### config.mk
export PLATFORM = sky130hd
export DESIGN_NAME = ctp_timer
export DESIGN_NICKNAME = d
export VERILOG_FILES = /design/src/ctp_pkg.sv /design/src/ctp_timer.sv
export SDC_FILE = /design/constraint.sdc
export NUM_CORES = 1
export LEC_CHECK = 0
export BUFFER_PORTS_ARGS = -buffer_cell sky130_fd_sc_hd__clkbuf_2
export CAP_MARGIN = 10
export CORE_UTILIZATION = 54
export DETAILED_ROUTE_END_ITERATION = 6
export PLACE_DENSITY = 0.84
export SLEW_MARGIN = 20
export SYNTH_ARGS = -nofsm -noshare
export SYNTH_HDL_FRONTEND = slang
export SYNTH_SLANG_ARGS = --single-unit
### constraint.sdc
create_clock -name CLK_I -period 1.75 [get_ports CLK_I]
set_input_delay 0.0875 -clock CLK_I [delete_from_list [all_inputs] [get_ports CLK_I]]
set_output_delay 0.0875 -clock CLK_I [all_outputs]
set_load 0.01 [all_outputs]
### src/ctp_pkg.sv
package ctp_pkg;
   localparam int unsigned NUM_CMP = 8;
   localparam logic [9:0] IDX_CONTROL = 10'h0E1;
   localparam logic [11:0] ADDR_CONTROL = {IDX_CONTROL, 2'h0};
   localparam logic [11:0] ADDR_RELOAD_LOW = 12'h388;
   localparam logic [11:0] ADDR_RELOAD_HIGH = 12'h38C;
   localparam logic [11:0] ADDR_COUNT = 12'h390;
   localparam logic [11:0] ADDR_IRQ_CTRL = 12'h394;
   localparam logic [11:0] ADDR_CMP_BASE = 12'h3A0;
   localparam logic [11:0] ADDR_OUT_LATCH = 12'h3C0;
   localparam int unsigned CLK_SEL_LSB = 0;
   localparam int unsigned OVF_FLAG_BIT = 3;
   localparam int unsigned T2PS_BIT = 7;
   localparam logic [7:0] CONTROL_RESET = 8'h00;
   localparam logic [7:0] CONTROL_WMASK = 8'h87;
   localparam logic [15:0] COUNT_RESET = 16'h0000;
   localparam logic [15:0] CMP_RESET = 16'h0000;
   localparam logic [7:0] PRESCALE_RESET = 8'h00;

   typedef struct packed {
      logic [15:0] count;
      logic [7:0] prescale;
      logic running;
   } ctp_timer_t;

   typedef struct packed {
      logic [7:0] control;
      logic [7:0] reload_low_byte;
      logic [7:0] reload_high_byte;
      logic irq_enable;
   } ctp_regs_t;
endpackage

### src/ctp_timer.sv
// The APB slave port is this design's own decision.
module ctp_timer (
   input wire logic CLK_I,
   input wire logic RESET_N_I,
   input wire logic PSEL_I,
   input wire logic PENABLE_I,
   input wire logic PWRITE_I,
   input wire logic [11:0] PADDR_I,
   input wire logic [31:0] PWDATA_I,
   input wire logic IRQ_ACK_I,
   output logic [31:0] PRDATA_O,
   output logic PREADY_O,
   output logic PSLVERR_O,
   output logic IRQ_REQ_O,
   output logic [7:0] CMP_OUT_O,
   output logic [7:0] T2_PRESCALE_SEL_O
);
   ctp_pkg::ctp_timer_t tmr, next_tmr;
   ctp_pkg::ctp_regs_t regs, next_regs;
   logic [15:0] cmp [0:7];
   logic [15:0] next_cmp [0:7];
   logic [7:0] cmp_out, next_cmp_out;
   logic [31:0] prdata, next_prdata;
   logic pready, next_pready;
   logic pslverr, next_pslverr;
   logic irq_req, next_irq_req;
   logic [7:0] t2ps_sel, next_t2ps_sel;

   logic access;
   logic wr;
   logic wr_low;
   logic tick;
   logic overflow;
   logic [7:0] div_mask;
   logic [15:0] reload_value;
   logic [2:0] cmp_idx;
   logic cmp_hit;
   logic decoded;

   assign access = PSEL_I && PENABLE_I && !pready;
   assign wr = access && PWRITE_I;
   assign wr_low = wr && (PADDR_I == ctp_pkg::ADDR_RELOAD_LOW);
   assign reload_value = {regs.reload_high_byte, regs.reload_low_byte};
   assign cmp_idx = PADDR_I[4:2];
   assign cmp_hit = (PADDR_I[11:5] == ctp_pkg::ADDR_CMP_BASE[11:5]);
   // Prescaler mask: code n divides by 2^(n+1)
   assign div_mask = 8'((9'h002 << regs.control[2:0]) - 9'h001);
   assign tick = tmr.running && ((tmr.prescale & div_mask) == div_mask);
   assign overflow = tick && (tmr.count == 16'hFFFF);

   always_comb begin
      next_tmr = tmr;
      if (tmr.running) begin
         next_tmr.prescale = 8'(tmr.prescale + 8'h01);
      end
      if (tick) begin
         if (overflow) begin
            next_tmr.count = reload_value;
         end else begin
            next_tmr.count = 16'(tmr.count + 16'h0001);
         end
      end
      // Low byte write starts or restarts; it wins over a concurrent tick
      if (wr_low) begin
         next_tmr.running = 1'b1;
         next_tmr.prescale = ctp_pkg::PRESCALE_RESET;
         next_tmr.count = {regs.reload_high_byte, PWDATA_I[7:0]};
      end
   end

   always_comb begin
      next_regs = regs;
      if (wr) begin
         unique case (PADDR_I)
            ctp_pkg::ADDR_CONTROL: begin
               // Flag bit is not writable, so a control write cannot lose an overflow
               next_regs.control = (PWDATA_I[7:0] & ctp_pkg::CONTROL_WMASK)
                  | (regs.control & ~ctp_pkg::CONTROL_WMASK);
            end
            ctp_pkg::ADDR_RELOAD_LOW: begin
               next_regs.reload_low_byte = PWDATA_I[7:0];
            end
            ctp_pkg::ADDR_RELOAD_HIGH: begin
               next_regs.reload_high_byte = PWDATA_I[7:0];
            end
            ctp_pkg::ADDR_IRQ_CTRL: begin
               next_regs.irq_enable = PWDATA_I[0];
            end
            default: begin
            end
         endcase
      end
      // Flag is hardware owned; service clears it but a new overflow wins
      if (IRQ_ACK_I) begin
         next_regs.control[ctp_pkg::OVF_FLAG_BIT] = 1'b0;
      end
      if (overflow) begin
         next_regs.control[ctp_pkg::OVF_FLAG_BIT] = 1'b1;
      end
   end

   // Output latches follow match and overflow only; no bus write path exists
   genvar g;
   generate
      for (g = 0; g < 8; g++) begin : g_cmp
         logic cmp_wr;
         logic cmp_match;

         assign cmp_wr = wr && cmp_hit && (cmp_idx == 3'(g));
         assign cmp_match = tmr.running && (tmr.count == cmp[g]);

         always_comb begin
            next_cmp[g] = cmp[g];
            if (cmp_wr) begin
               next_cmp[g] = PWDATA_I[15:0];
            end
         end

         always_comb begin
            next_cmp_out[g] = cmp_out[g];
            if (overflow) begin
               next_cmp_out[g] = 1'b0;
            end
            // Overflow owns its tick; a compare equal to the reload goes high next cycle
            if (cmp_match && !overflow) begin
               next_cmp_out[g] = 1'b1;
            end
         end

         always_ff @(posedge CLK_I) begin
            if (!RESET_N_I) begin
               cmp[g] <= ctp_pkg::CMP_RESET;
               cmp_out[g] <= 1'b0;
            end else begin
               cmp[g] <= next_cmp[g];
               cmp_out[g] <= next_cmp_out[g];
            end
         end
      end
   endgenerate

   always_comb begin
      next_irq_req = regs.irq_enable && next_regs.control[ctp_pkg::OVF_FLAG_BIT];
   end

   // Bit 7 only routed out for timer 2; software keeps it zero for counting
   always_comb begin
      next_t2ps_sel = {7'h00, next_regs.control[ctp_pkg::T2PS_BIT]};
   end

   always_comb begin
      next_pready = access;
      next_pslverr = 1'b0;
      next_prdata = 32'h0000_0000;
      decoded = 1'b1;
      if (access) begin
         if (cmp_hit) begin
            next_prdata = {16'h0000, cmp[cmp_idx]};
         end else begin
            unique case (PADDR_I)
               ctp_pkg::ADDR_CONTROL: next_prdata = {24'h000000, regs.control};
               ctp_pkg::ADDR_RELOAD_LOW: next_prdata = {24'h000000, regs.reload_low_byte};
               ctp_pkg::ADDR_RELOAD_HIGH: next_prdata = {24'h000000, regs.reload_high_byte};
               ctp_pkg::ADDR_COUNT: next_prdata = {16'h0000, tmr.count};
               ctp_pkg::ADDR_IRQ_CTRL: next_prdata = {31'h00000000, regs.irq_enable};
               // Latches read back, writes are dropped
               ctp_pkg::ADDR_OUT_LATCH: next_prdata = {24'h000000, cmp_out};
               default: decoded = 1'b0;
            endcase
         end
         next_pslverr = !decoded;
         if (!PWRITE_I == 1'b0) begin
            next_prdata = 32'h0000_0000;
         end
      end
   end

   always_ff @(posedge CLK_I) begin
      if (!RESET_N_I) begin
         tmr <= '{count: ctp_pkg::COUNT_RESET, prescale: ctp_pkg::PRESCALE_RESET,
                  running: 1'b0};
      end else begin
         tmr <= next_tmr;
      end
   end

   always_ff @(posedge CLK_I) begin
      if (!RESET_N_I) begin
         regs <= '{control: ctp_pkg::CONTROL_RESET, reload_low_byte: 8'h00,
                   reload_high_byte: 8'h00, irq_enable: 1'b0};
      end else begin
         regs <= next_regs;
      end
   end

   always_ff @(posedge CLK_I) begin
      if (!RESET_N_I) begin
         prdata <= 32'h0000_0000;
         pready <= 1'b0;
         pslverr <= 1'b0;
      end else begin
         prdata <= next_prdata;
         pready <= next_pready;
         pslverr <= next_pslverr;
      end
   end

   always_ff @(posedge CLK_I) begin
      if (!RESET_N_I) begin
         irq_req <= 1'b0;
      end else begin
         irq_req <= next_irq_req;
      end
   end

   always_ff @(posedge CLK_I) begin
      if (!RESET_N_I) begin
         t2ps_sel <= 8'h00;
      end else begin
         t2ps_sel <= next_t2ps_sel;
      end
   end

   assign PRDATA_O = prdata;
   assign PREADY_O = pready;
   assign PSLVERR_O = pslverr;
   assign IRQ_REQ_O = irq_req;
   assign CMP_OUT_O = cmp_out;
   assign T2_PRESCALE_SEL_O = t2ps_sel;
endmodule

# Yosys cells after proc, flatten, opt, wreduce, memory -nomap -nowiden
# Memory sizes are Yosys's and may differ from the RTL's.
# Cells that the tools add are included.
dict set report classes {
  add_sub_neg 3
  div 0
  shifts 1
  bitwise 12
  reduce_logical 54
  n_mux 43
  eq_ne 24
  multipliers 0
  n_lt_le_gt_ge 0
}
# cell n
set op_table {}
lappend op_table {{16-bit two-way mux} 19}
lappend op_table {{16-bit equality test} 8}
lappend op_table {{16-bit case mux with 6 select lines} 1}
lappend op_table {{12-bit by 10-bit equality test with 1-bit output, second input constant} 6}
lappend op_table {{25-bit two-way mux} 2}
lappend op_table {{1-bit logical AND} 32}
lappend op_table {{8-bit two-way mux} 4}
lappend op_table {{2-bit nonzero test} 9}
lappend op_table {{1-bit two-way mux} 17}
lappend op_table {{16-bit by 1-bit adder with 16-bit output, second input constant} 1}
lappend op_table {{16-bit equality test, second input constant} 1}
lappend op_table {{3-bit equality test, second input constant} 4}
lappend op_table {{2-bit AND reduction} 5}
lappend op_table {{8-bit by 1-bit adder with 8-bit output, second input constant} 1}
lappend op_table {{8-bit bitwise AND} 1}
lappend op_table {{8-bit equality test} 1}
lappend op_table {{1-bit bitwise OR} 8}
lappend op_table {{8-bit by 7-bit bitwise OR with 8-bit output} 1}
lappend op_table {{2-bit by 3-bit left shift with 8-bit output, first input constant} 1}
lappend op_table {{8-bit by 1-bit subtractor with 8-bit output, second input constant} 1}
lappend op_table {{7-bit by 5-bit equality test with 1-bit output, second input constant} 1}
lappend op_table {{3-bit by 2-bit equality test with 1-bit output, second input constant} 2}
lappend op_table {{6-bit OR reduction} 1}
lappend op_table {{4-bit OR reduction} 1}
lappend op_table {{other kinds (6)} 9}
dict set report word_totals {
  regBits 101
  n_memories 1
  wordCells 161
  ram_bits 128
  romBits 0
  latch_bits 0
}
# name words word_bits rd rd_clocked_by_memory_dff wr line_no
set mem_list {}
lappend mem_list {cmp 8 16 9 0 8 ctp_timer.sv:20} ;# logic [15:0] cmp [0:7];

# Longest topological paths before layout
# Gate-level depths: netlist of run 1.
dict set report logic_depth {
  word_depth 9
  depth_mapped 9
}

# Least setup slack after synthesis of run 1
# No wires, ideal clock.
dict set report synth_path {
  path_type {register to register}
  from {register tmr[13] in the netlist's numbering}
  to {register tmr[14] in the netlist's numbering}
  t_arrival_ns 1.849
  path_stages_with_launch 10
  t_required_ns 1.659
  setup_slack_ns -0.190
  period_less_slack_ns 1.940
  n_path_buf 3
  cell_sequence {dfxtp_1 buf_4 and4_4 and3_1 buf_4 and3_4 buf_6 nand3_2 mux2_1 a311oi_1}
}
dict set report synth_via {
  elab_chain_cells 5
  elab_cells_between_ends 6
}
# item line_no
set synth_rtl {}
lappend synth_rtl {{start, declared} ctp_timer.sv:18} ;# ctp_pkg::ctp_timer_t tmr, next_tmr;
lappend synth_rtl {{start signal, assigned} ctp_timer.sv:180} ;# tmr <= '{count: ctp_pkg::COUNT_RESET, prescale: ctp_pkg::PRESCALE_RESET,
lappend synth_rtl {{start signal, assigned} ctp_timer.sv:183} ;# tmr <= next_tmr;
lappend synth_rtl {{parallel branches: the longest is 2 deep, another holds 16-bit by 1-bit adder with 16-bit output} -}
lappend synth_rtl {{16-bit two-way mux *} ctp_timer.sv:57} ;# if (overflow) begin
lappend synth_rtl {{16-bit two-way mux *} ctp_timer.sv:56} ;# if (tick) begin
lappend synth_rtl {{25-bit two-way mux *} ctp_timer.sv:64} ;# if (wr_low) begin
# Mark *: on every way between the ends. The select of a mux whose other input is x is not followed.
# A chain may end at the register's enable or synchronous reset.

# Worst setup path after layout of run 1
dict set report layout_path {
  from {register tmr[4] in the netlist's numbering}
  to {register tmr[17] in the netlist's numbering}
}
dict set report layout_via {
  elab_chain_cells 7
  elab_cells_between_ends 8
}
# item line_no
set layout_rtl {}
lappend layout_rtl {{8-bit bitwise AND *} ctp_timer.sv:48} ;# assign tick = tmr.running && ((tmr.prescale & div_mask) == div_mask);
lappend layout_rtl {{8-bit equality test *} ctp_timer.sv:48}
lappend layout_rtl {{1-bit logical AND *} ctp_timer.sv:48}
lappend layout_rtl {{1-bit logical AND} ctp_timer.sv:49} ;# assign overflow = tick && (tmr.count == 16'hFFFF);
lappend layout_rtl {{16-bit two-way mux} ctp_timer.sv:57}
lappend layout_rtl {{16-bit two-way mux} ctp_timer.sv:56}
lappend layout_rtl {{25-bit two-way mux} ctp_timer.sv:64}
# Mark *: on every way between the ends. The rest lies on a longest branch, timed or not. The select of a mux whose other input is x is not followed.

==> flow_summary.toml, run 1 <==
[grt]
first_pass_grt_wire_length_um = 53050
grt_usage_pct = 33.54
first_global_vias = 9850
grt_start_max_net_pins = 76
globalRoute.totalOverflow = 0
initial_antenna_violation_count = 0

[synth]
post_synth_main_area_contributors = "sky130_fd_sc_hd__dfxtp_1, sky130_fd_sc_hd__xnor2_1, sky130_fd_sc_hd__nand2_1"
syn_inst = 1228
postSynth.asyncResetShare_pct = 0
netlist-cell-type-count = 65
synth_sequential_area_ratio_pct = 37.24
yosys.area.top_type_share_pct = 37.24
synthSimpleGateAreaFrac_pct = 19.93
synth-warning-count = 0
synth_adder_area_share_pct = 0.2304
synth.mux.area_fraction_pct = 13.10
synth_area_per_cell_um2 = 8.843
synth-compound-area-share_pct = 12.43
post-synth-top-count-cell = "sky130_fd_sc_hd__dfxtp_1"
combinational_family_with_the_most_area_after_synthesis = "simple AND/OR/NAND/NOR gates"
synth_area_um2 = 10860
synth.top_cells.by_count = "sky130_fd_sc_hd__dfxtp_1, sky130_fd_sc_hd__nand2_1, sky130_fd_sc_hd__xnor2_1"
synth-edff-count = 0
ys_ff_latch = 202
synth-xor-area-share_pct = 10.89
ys.flop_type = "sky130_fd_sc_hd__dfxtp_1"
post-synth-top-area-cell = "sky130_fd_sc_hd__dfxtp_1"

[drt]
routed_via_density = 6.159
routed.top_layer = "met4"
drt_pre_antenna_iters = 7
routed_wire_length_on_met3_um = 3469
drc_errors = 0
wirelength_met1_um = 12880
drt_iter0_drc = 1117
vias = 9990
wl_um = 34390
post_drt_antenna_nets = 0
avgRoutedWirePerCell_um = 21.20
routed_wl_met2_um = 16130

[clock_network]
worst_skew_pair.late_latency_ns = 0.51
ctsHtreeMaxLevel = 1
cts_tree = "yes"
numCtsBuffers = 22
clk_pin_slew_worst_paths_ns = 0.06
cts_max_path_buffers = 3
cts_root_buffer = "sky130_fd_sc_hd__clkbuf_16"
clock-sinks = 202

[timing]
setup_skew_after_layout_ns = 0.005950
worst-slew-pin-transition_ns = 0.7340
timing.max_slew.rel_slack_pct = 50.89
finalWorstPathRequiredPeriod_ns = 1.832
report.final.slew_viol_count = 0
rsz0062_at_grt = "true"
max_clock_freq_mhz = 545.8
setup-violations-final = 7
postLayoutSetupSlackWorst_ns = -0.08210
period_share_pct = 104.7
finalHoldViolCount = 0
holdWs_ns = 0.03542

[min_path]
hp-start = "PWDATA_I[1]"
timing.hold.worst_path_depth = 3
min_to = "cmp[5][1]$_SDFFE_PN0P_"
timing.hold.worst.class = "input port to flip-flop"

[layout]
area_delta_synth_final_pct = 22.63
layout.area.seq_um2 = 4081
finish.cell_count_without_fillers = 1622
multi_input_area_um2 = 6432
antennaDiodeCount = 0
layout-drive-gt1-share_pct = 24.91
fin_area_um2 = 13320
fillerInstances = 1502
num-nets-final = 1396

[outcome]
violated_checks = "negative setup slack"
run_status = "finished, violations left"

[place]
dpl-instance-area_um2 = 12060
portBuffers = 61
gpl_congestion = 1.007
placedCellCount = 1559
dpl.hpwl_um = 24330

[worst_setup_path]
worstPathArrival_ns = 2.23
cell_count_of_the_worst_reg_to_reg_path = 9
crit-reg2reg-launch = "tmr[4]$_SDFFE_PP0P_"
start_kind = "flip-flop"
r2r_slack_ns = -0.08
worst_setup_path_end_kind = "flip-flop"
crit_required_ns = 2.14
category_of_the_most_critical_setup_path = "flip-flop to flip-flop"
timing.rr.end = "tmr[17]$_SDFFE_PN0P_"
path_max_fanout = 6

[power_and_ir_drop]
leakagePower_uw = 0.004731
peakVddDrop_mv = 0.6346
finalPower_uw = 9862
powerDensity_nw_per_um2 = 740.6

[floorplanning]
die_height_um = 143.8
io-pin-count = 101
core_region_area_um2 = 19590
start_util_pct = 55.43
dieArea_um2 = 20680
die_width_um = 143.8
number_of_cell_rows = 51

[job]
maxCapViolations = 0
-- critical path, stage by stage (launching register included) --
cell                        delay (ns)
sky130_fd_sc_hd__dfxtp_4          0.37
sky130_fd_sc_hd__buf_4            0.13
sky130_fd_sc_hd__a21oi_2          0.23
sky130_fd_sc_hd__nor4_4           0.08
sky130_fd_sc_hd__buf_6            0.14
sky130_fd_sc_hd__buf_4            0.13
sky130_fd_sc_hd__clkbuf_16        0.15
sky130_fd_sc_hd__a21oi_4          0.16
sky130_fd_sc_hd__mux2i_1          0.23
sky130_fd_sc_hd__o22ai_1          0.09
-- layer usage --
layer,track usage [%],up-vias
met5,0,-
met4,17.81,0
met3,4.932,139
met2,55.62,633
met1,42.14,4746
li1,-,4472
-- worst max-delay path by stage --
stage | from | endpoint | slack [ns] | cells past startpoint
2_1_floorplan | tmr[11]$_SDFFE_PN0P_ | tmr[14]$_SDFFE_PN0P_ | -0.17 | 9
3_3_place_gp | tmr[7]$_SDFFE_PP0P_ | tmr[18]$_SDFFE_PN0P_ | -0.24 | 8
3_5_place_dp | regs[19]$_SDFFE_PN0P_ | tmr[18]$_SDFFE_PN0P_ | -0.26 | 8
4_1_cts | regs[19]$_SDFFE_PN0P_ | tmr[23]$_SDFFE_PN0P_ | -0.07 | 7
5_1_grt | tmr[7]$_SDFFE_PP0P_ | tmr[17]$_SDFFE_PN0P_ | -0.16 | 9
6_report | tmr[4]$_SDFFE_PP0P_ | tmr[17]$_SDFFE_PN0P_ | -0.08 | 9
-- metrics by stage --
step	setup TNS, ns	setup slack [ns]	utilization, %
3_3_place_gp	-3.025	-0.2398	61.54
6_report	-0.2150	-0.08210	67.98
5_1_grt	-1.184	-0.1552	67.98
3_5_place_dp	-5.076	-0.2567	61.54
4_1_cts	-0.09255	-0.06800	66.57
2_1_floorplan	-0.7465	-0.1712	-
-- report_power, final --
| part | leakage (µW) | internal, µW | switching [µW] |
|---|---|---|---|
| logic | 0.00274 | 169 | 307 |
| registers | 0.00164 | 4590 | 0.906 |
| clock network | 0.000358 | 2910 | 1880 |
| total | 0.00473 | 7680 | 2190 |
-- repair_timing --
item                                    4_1_cts  5_1_grt
resized for setup                            29       54
pin swaps                                    10       18
endpoints found under the hold margin        55        0
setup buffers                                 7        8
endpoints found under the setup margin       75       46
hold buffers                                 11        0
cloned                                        0        1
-- registers in the layout (all words and copies together) (netlist names) --
name,cells
PRDATA_O,16
PSLVERR_O,1
tmr,25
cmp,128
CMP_OUT_O,8
regs,22
IRQ_REQ_O,1
PREADY_O,1
-- cell usage in the layout, fill, tap and decap left out, drive strengths merged, types with 18 or more instances in the layout --
master and n:
nand4 33, nor2 75, a21boi 62, mux2i 51
mux4 32, dfxtp 202, nand2 201, xnor2 131
buf 129, a21oi 71, nor2b 18, nand3 69
clkbuf 92, conb 23
-- layout make-up --
cell class              instances  share of cell area, %
multi-input cells             912                  48.30
flip-flops and latches        202                  30.65
repair buffers                202                  12.93
clock buffers                  30                  4.670
well taps                     265                  2.490
clock inverters                 7                 0.8456
inverters                       4                 0.1128
-- cell families (layout without fill, tap and decap cells) --
logic type | after synthesis | after routing
xor+xnor | 135 | 135
buf+inv | 136 | 243
other cells | 1 | 23
flops | 202 | 202
compound gates | 200 | 200
fa+ha+maj | 2 | 2
simple gates | 452 | 452
mux | 100 | 100
Note: power is estimated with default switching activity, not from simulation.
==> run 2, diff against run 1 <==
--- a/config.mk
+++ b/config.mk
@@ -10,6 +10,7 @@
 export CORE_UTILIZATION = 54
 export DETAILED_ROUTE_END_ITERATION = 6
 export PLACE_DENSITY = 0.84
+export SKIP_CTS_REPAIR_TIMING = 1
 export SLEW_MARGIN = 20
 export SYNTH_ARGS = -nofsm -noshare
 export SYNTH_HDL_FRONTEND = slang
==> run 2 against run 1 <==
Net effect: count of clock-buffer cells in the layout unchanged; the run ends with design-rule violations, negative hold slack, negative setup slack left; clock power about the same; sequential share of layout area up 0.18 points; hold slack worse by 0.057 ns; power about the same; non-clock buffer count down 6; clock skew down 0.00070 ns; via count down 0.34%; design area down 0.54%; critical endpoint is now tmr[23]$_SDFFE_PN0P_; register-to-register slack worse by 0.02 ns; maximum frequency down 1.3%.
==> flow_summary.toml, run 2 (synthesis gave the netlist of run 1 again) <==
[outcome]
run_status = "finished, violations left"
violated_checks = "design-rule violations, negative hold slack, negative setup slack"

[worst_setup_path]
category_of_the_most_critical_setup_path = "flip-flop to flip-flop"
start_kind = "flip-flop"
crit_required_ns = 2.18
worstPathArrival_ns = 2.29
path_max_fanout = 5
worst_setup_path_end_kind = "flip-flop"

[floorplanning]
die_width_um = 143.8
core_region_area_um2 = 19590
die_height_um = 143.8
io-pin-count = 101
dieArea_um2 = 20680
start_util_pct = 55.43
number_of_cell_rows = 51

[clock_network]
numCtsBuffers = 22
ctsHtreeMaxLevel = 1
clk_pin_slew_worst_paths_ns = 0.06
clock-sinks = 202
worst_skew_pair.late_latency_ns = 0.51
cts_root_buffer = "sky130_fd_sc_hd__clkbuf_16"
cts_tree = "yes"
cts_max_path_buffers = 3

[power_and_ir_drop]
leakagePower_uw = 0.004693
relative_contribution_of_sequential_cells_to_total_power_pct = 46.6
p_int_uw = 7670
power.share.clock_pct = 48.7
peakVddDrop_mv = 0.6589
power.switching_uw = 2185
powerDensity_nw_per_um2 = 744.1
power.switching_fraction_pct = 22.17
p_comb_share_pct = 4.7

[layout]
antennaDiodeCount = 0
finish.cell_count_without_fillers = 1616
fillerInstances = 1502
layout_top_registers = "cmp: 128 flops, tmr: 25 flops, regs: 22 flops"
layout.cells.most_common_list = "sky130_fd_sc_hd__nand2_1, sky130_fd_sc_hd__dfxtp_1, sky130_fd_sc_hd__xnor2_1"
layout.area.seq_um2 = 4084
layout.cells.most_common = "sky130_fd_sc_hd__nand2_1"
largest_register = "cmp"
largest_register_ff_count = 128
num-nets-final = 1390
area_delta_synth_final_pct = 21.97
layout-drive-gt1-share_pct = 24.87
multi_input_area_um2 = 6440

[grt]
first_pass_grt_wire_length_um = 52670
globalRoute.totalOverflow = 0
first_global_vias = 9747
grt_usage_pct = 33.31
grt_start_max_net_pins = 76
initial_antenna_violation_count = 0

[timing]
finalWorstPathRequiredPeriod_ns = 1.856
max_clock_freq_mhz = 538.7
rsz0062_at_grt = "true"
postLayoutSetupSlackWorst_ns = -0.1064
timing.max_slew.rel_slack_pct = 53.05
holdWs_ns = -0.02182
report.final.slew_viol_count = 0
setup-violations-final = 6
period_share_pct = 106.1
finalHoldViolCount = 3
setup_skew_after_layout_ns = 0.005252
worst-slew-pin-transition_ns = 0.7016

[drt]
drt_iter0_drc = 958
avgRoutedWirePerCell_um = 21.17
vias = 9956
routed_via_density = 6.161
post_drt_antenna_nets = 0
drt_pre_antenna_iters = 7
drc_errors = 1
wl_um = 34210

[place]
placedCellCount = 1559
gpl_congestion = 1.007
dpl.hpwl_um = 24330
portBuffers = 61

[min_path]
timing.hold.worst.class = "input port to flip-flop"

[job]
maxCapViolations = 0
run 2: changes by cell type in the layout (fill, tap and decap cells not counted), moves of 2 or more:
cell,before,now
sky130_fd_sc_hd__dlygate4sd3_1,11,8
sky130_fd_sc_hd__buf_6,10,7
sky130_fd_sc_hd__a21boi_0,56,54
sky130_fd_sc_hd__nand2b_4,0,2
sky130_fd_sc_hd__buf_12,22,20
sky130_fd_sc_hd__nor3_2,2,4
sky130_fd_sc_hd__nand2b_1,6,4
sky130_fd_sc_hd__a21boi_1,4,6
run 2: critical path, stage by stage (launching register included):
cell and delay [ns]:
sky130_fd_sc_hd__dfxtp_4 0.37, sky130_fd_sc_hd__buf_6 0.12, sky130_fd_sc_hd__o22a_1 0.22, sky130_fd_sc_hd__nor4_4 0.13
sky130_fd_sc_hd__buf_4 0.19, sky130_fd_sc_hd__nand4_1 0.12, sky130_fd_sc_hd__or4b_1 0.54, sky130_fd_sc_hd__o211ai_1 0.09
run 2: stage by stage:
step	worst slack, ns	power (µW)	utilization [%]	cell area (µm²)	setup TNS, ns
after global placement	-0.2398	5135	61.54	12060	-3.025
after detailed placement	-0.2567	5136	61.54	12060	-5.076
after global routing	-0.1895	10070	67.61	13250	-1.241
after floorplan	-0.1712	5001	-	10980	-0.7465
after CTS	-0.2845	9854	65.29	12790	-4.952
final	-0.1064	9855	67.61	13250	-0.1971
run 2: cell type report:
cell class	count	share of cell area [%]
Clock inverter	7	0.8502
Clock buffer	30	4.695
Tap cell	265	2.503
Sequential cell	202	30.83
Multi-Input combinational cell	912	48.62
Inverter	4	0.1134
Timing Repair Buffer	196	12.38
run 2: layer usage:
metal  GRT usage, %  vias up  part of all wire [%]
met5              0        -                     0
met4          18.25        0                   5.7
met3          5.032      145                   9.8
met2          55.01      595                    47
met1          41.74     4755                    38
li1               -     4461                     -
run 2: power by group through the flow:
stage	logic, µW	clock network (µW)	registers, µW
after global routing	490	4990	4590
after floorplan	297	0	4700
after global placement	432	0	4700
after detailed placement	433	0	4700
after CTS	435	4820	4600
final	467	4800	4590
run 2: worst paths after layout:
path,start,to,slack [ns],cells after the start
worst max-delay path,regs[19]$_SDFFE_PN0P_,tmr[23]$_SDFFE_PN0P_,-0.11,7
worst min-delay path,PWDATA_I[11],cmp[6][11]$_SDFFE_PN0P_,-0.02,3
worst max register to register,regs[19]$_SDFFE_PN0P_,tmr[23]$_SDFFE_PN0P_,-0.11,7
worst min register to register,cmp[4][8]$_SDFFE_PN0P_,cmp[4][8]$_SDFFE_PN0P_,0.48,2
==> run 3, diff against run 2 <==
--- a/config.mk
+++ b/config.mk
@@ -7,9 +7,9 @@
 export LEC_CHECK = 0
 export BUFFER_PORTS_ARGS = -buffer_cell sky130_fd_sc_hd__clkbuf_2
 export CAP_MARGIN = 10
-export CORE_UTILIZATION = 54
+export CORE_UTILIZATION = 50
 export DETAILED_ROUTE_END_ITERATION = 6
-export PLACE_DENSITY = 0.84
+export PLACE_DENSITY = 0.8
 export SKIP_CTS_REPAIR_TIMING = 1
 export SLEW_MARGIN = 20
 export SYNTH_ARGS = -nofsm -noshare
==> run 3 against run 2 <==
Net effect: the flow finishes with violations (negative hold slack, negative setup slack); highest routed layer unchanged; critical path depth down 3; final cell count up 0.99%; first-iteration DRC count up 7.4%; largest cell class unchanged.
==> flow_summary.toml, run 3 (synthesis gave the netlist of run 1 again) <==
[outcome]
run_status = "finished, violations left"
violated_checks = "negative hold slack, negative setup slack"

[layout]
layout.cells.most_common_list = "sky130_fd_sc_hd__nand2_1, sky130_fd_sc_hd__dfxtp_1, sky130_fd_sc_hd__xnor2_1"
fin_area_um2 = 13390
layout.cells.most_common = "sky130_fd_sc_hd__nand2_1"
layout_top_registers = "cmp: 128 flops, tmr: 25 flops, regs: 22 flops"
largest_register_ff_count = 128
largest_register = "cmp"
area_delta_synth_final_pct = 23.33
layout-drive-gt1-share_pct = 25.35
antennaDiodeCount = 0
num-nets-final = 1394
fillerInstances = 1642

[worst_setup_path]
crit_required_ns = 2.12
worstPathArrival_ns = 2.23
path_max_fanout = 3
category_of_the_most_critical_setup_path = "flip-flop to flip-flop"
critical-path-top-delay-family = "multiplexers"
critical_path.n_buffers_inverters = 0
worstPathCellList = "mux4_2, mux2_2, a222oi_1, a21oi_1"
biggest_cell_delay_along_the_critical_path_ns = 0.52
start_kind = "flip-flop"
slowest_stage = "sky130_fd_sc_hd__mux4_2"
worst_setup_path_end_kind = "flip-flop"

[drt]
vias = 9942
drc_errors = 0
avgRoutedWirePerCell_um = 21.03
post_drt_antenna_nets = 0
drt_iter0_drc = 1029
wl_um = 34330
routed_via_density = 6.092
drt_pre_antenna_iters = 5

[floorplanning]
dieArea_um2 = 22310
die_height_um = 149.4
core_region_area_um2 = 21150
die_width_um = 149.4
start_util_pct = 51.33
io-pin-count = 101
number_of_cell_rows = 53

[job]
maxCapViolations = 0

[place]
dpl-instance-area_um2 = 12060
dpl.hpwl_um = 24510
gpl_congestion = 1.030
portBuffers = 61

[power_and_ir_drop]
powerDensity_nw_per_um2 = 789.9
peakVddDrop_mv = 0.5579
finalPower_uw = 10580
leakagePower_uw = 0.004799

[clock_network]
cts_max_path_buffers = 3
cts_tree = "yes"
numCtsBuffers = 23
clock-sinks = 202
clk_pin_slew_worst_paths_ns = 0.06
cts_root_buffer = "sky130_fd_sc_hd__clkbuf_16"
worst_skew_pair.late_latency_ns = 0.51
ctsHtreeMaxLevel = 1

[timing]
timing.max_slew.rel_slack_pct = 65.49
report.final.slew_viol_count = 0
period_share_pct = 106.8
rsz0062_at_grt = "true"
finalWorstPathRequiredPeriod_ns = 1.868
setup-violations-final = 9
postLayoutSetupSlackWorst_ns = -0.1185
setup_total_negative_slack_ns = -0.3713
max_clock_freq_mhz = 535.2
setup_skew_after_layout_ns = 0.008888
holdWs_ns = -0.003918
worst-slew-pin-transition_ns = 0.5136
finalHoldViolCount = 2

[grt]
globalRoute.totalOverflow = 0
grt_usage_pct = 30.64
grt_start_max_net_pins = 75
initial_antenna_violation_count = 0
first_pass_grt_wire_length_um = 52810
first_global_vias = 9543

[min_path]
timing.hold.worst.class = "input port to flip-flop"
-- run 3: layer usage --
layer,share of wire (%),vias up,track usage (%)
met5,0,-,0
met4,5.3,0,15.92
met1,38,4785,39.56
met2,46,578,49.28
li1,-,4460,-
met3,10,119,4.801
-- run 3: power breakdown --
part	total [µW]	switching (µW)	leakage, µW	internal [µW]
sequential	4600	0.856	0.00164	4590
clock	5520	1950	0.000431	3570
combinational	466	304	0.00273	162
-- run 3: stage by stage --
stage | worst slack (ns) | hold WS (ns) | cells | utilization (%)
2_1_floorplan | -0.1712 | 0.2436 | 1250 | -
3_3_place_gp | -0.2206 | 0.3824 | 1568 | 57.02
3_5_place_dp | -0.2450 | 0.4007 | 1568 | 57.02
4_1_cts | -0.2994 | -0.1273 | 1608 | 61.13
5_1_grt | -0.1754 | 0.005742 | 1632 | 63.31
6_report | -0.1185 | -0.003918 | 1632 | 63.31
-- run 3: final timing paths --
kind | start | endpoint | slack [ns] | depth (start not counted)
worst max-delay path | cmp[3][3]$_SDFFE_PN0P_ | PRDATA_O[3]$_SDFF_PP0_ | -0.12 | 4
worst min-delay path | PWDATA_I[4] | cmp[6][4]$_SDFFE_PN0P_ | -0.004 | 3
worst max register to register | cmp[3][3]$_SDFFE_PN0P_ | PRDATA_O[3]$_SDFF_PP0_ | -0.12 | 4
worst min register to register | cmp[5][4]$_SDFFE_PN0P_ | cmp[5][4]$_SDFFE_PN0P_ | 0.48 | 2
-- run 3: worst register-to-register path, delay by kind of cell, from the launching register on --
kind | cells | cell delay (ns)
mux | 2 | 0.82
compound gates | 2 | 0.57
flops | 1 | 0.34
-- run 3: final cells by class --
class	instances	area [µm²]	share of cell area, %
sequential	202	4074	30.42
clock buffer	31	675.6	5.045
timing repair buffer	199	1665	12.43
multi-input combinational	912	6424	47.96
clock inverter	9	195.2	1.457
tap	275	344.1	2.569
inverter	4	15.01	0.1121
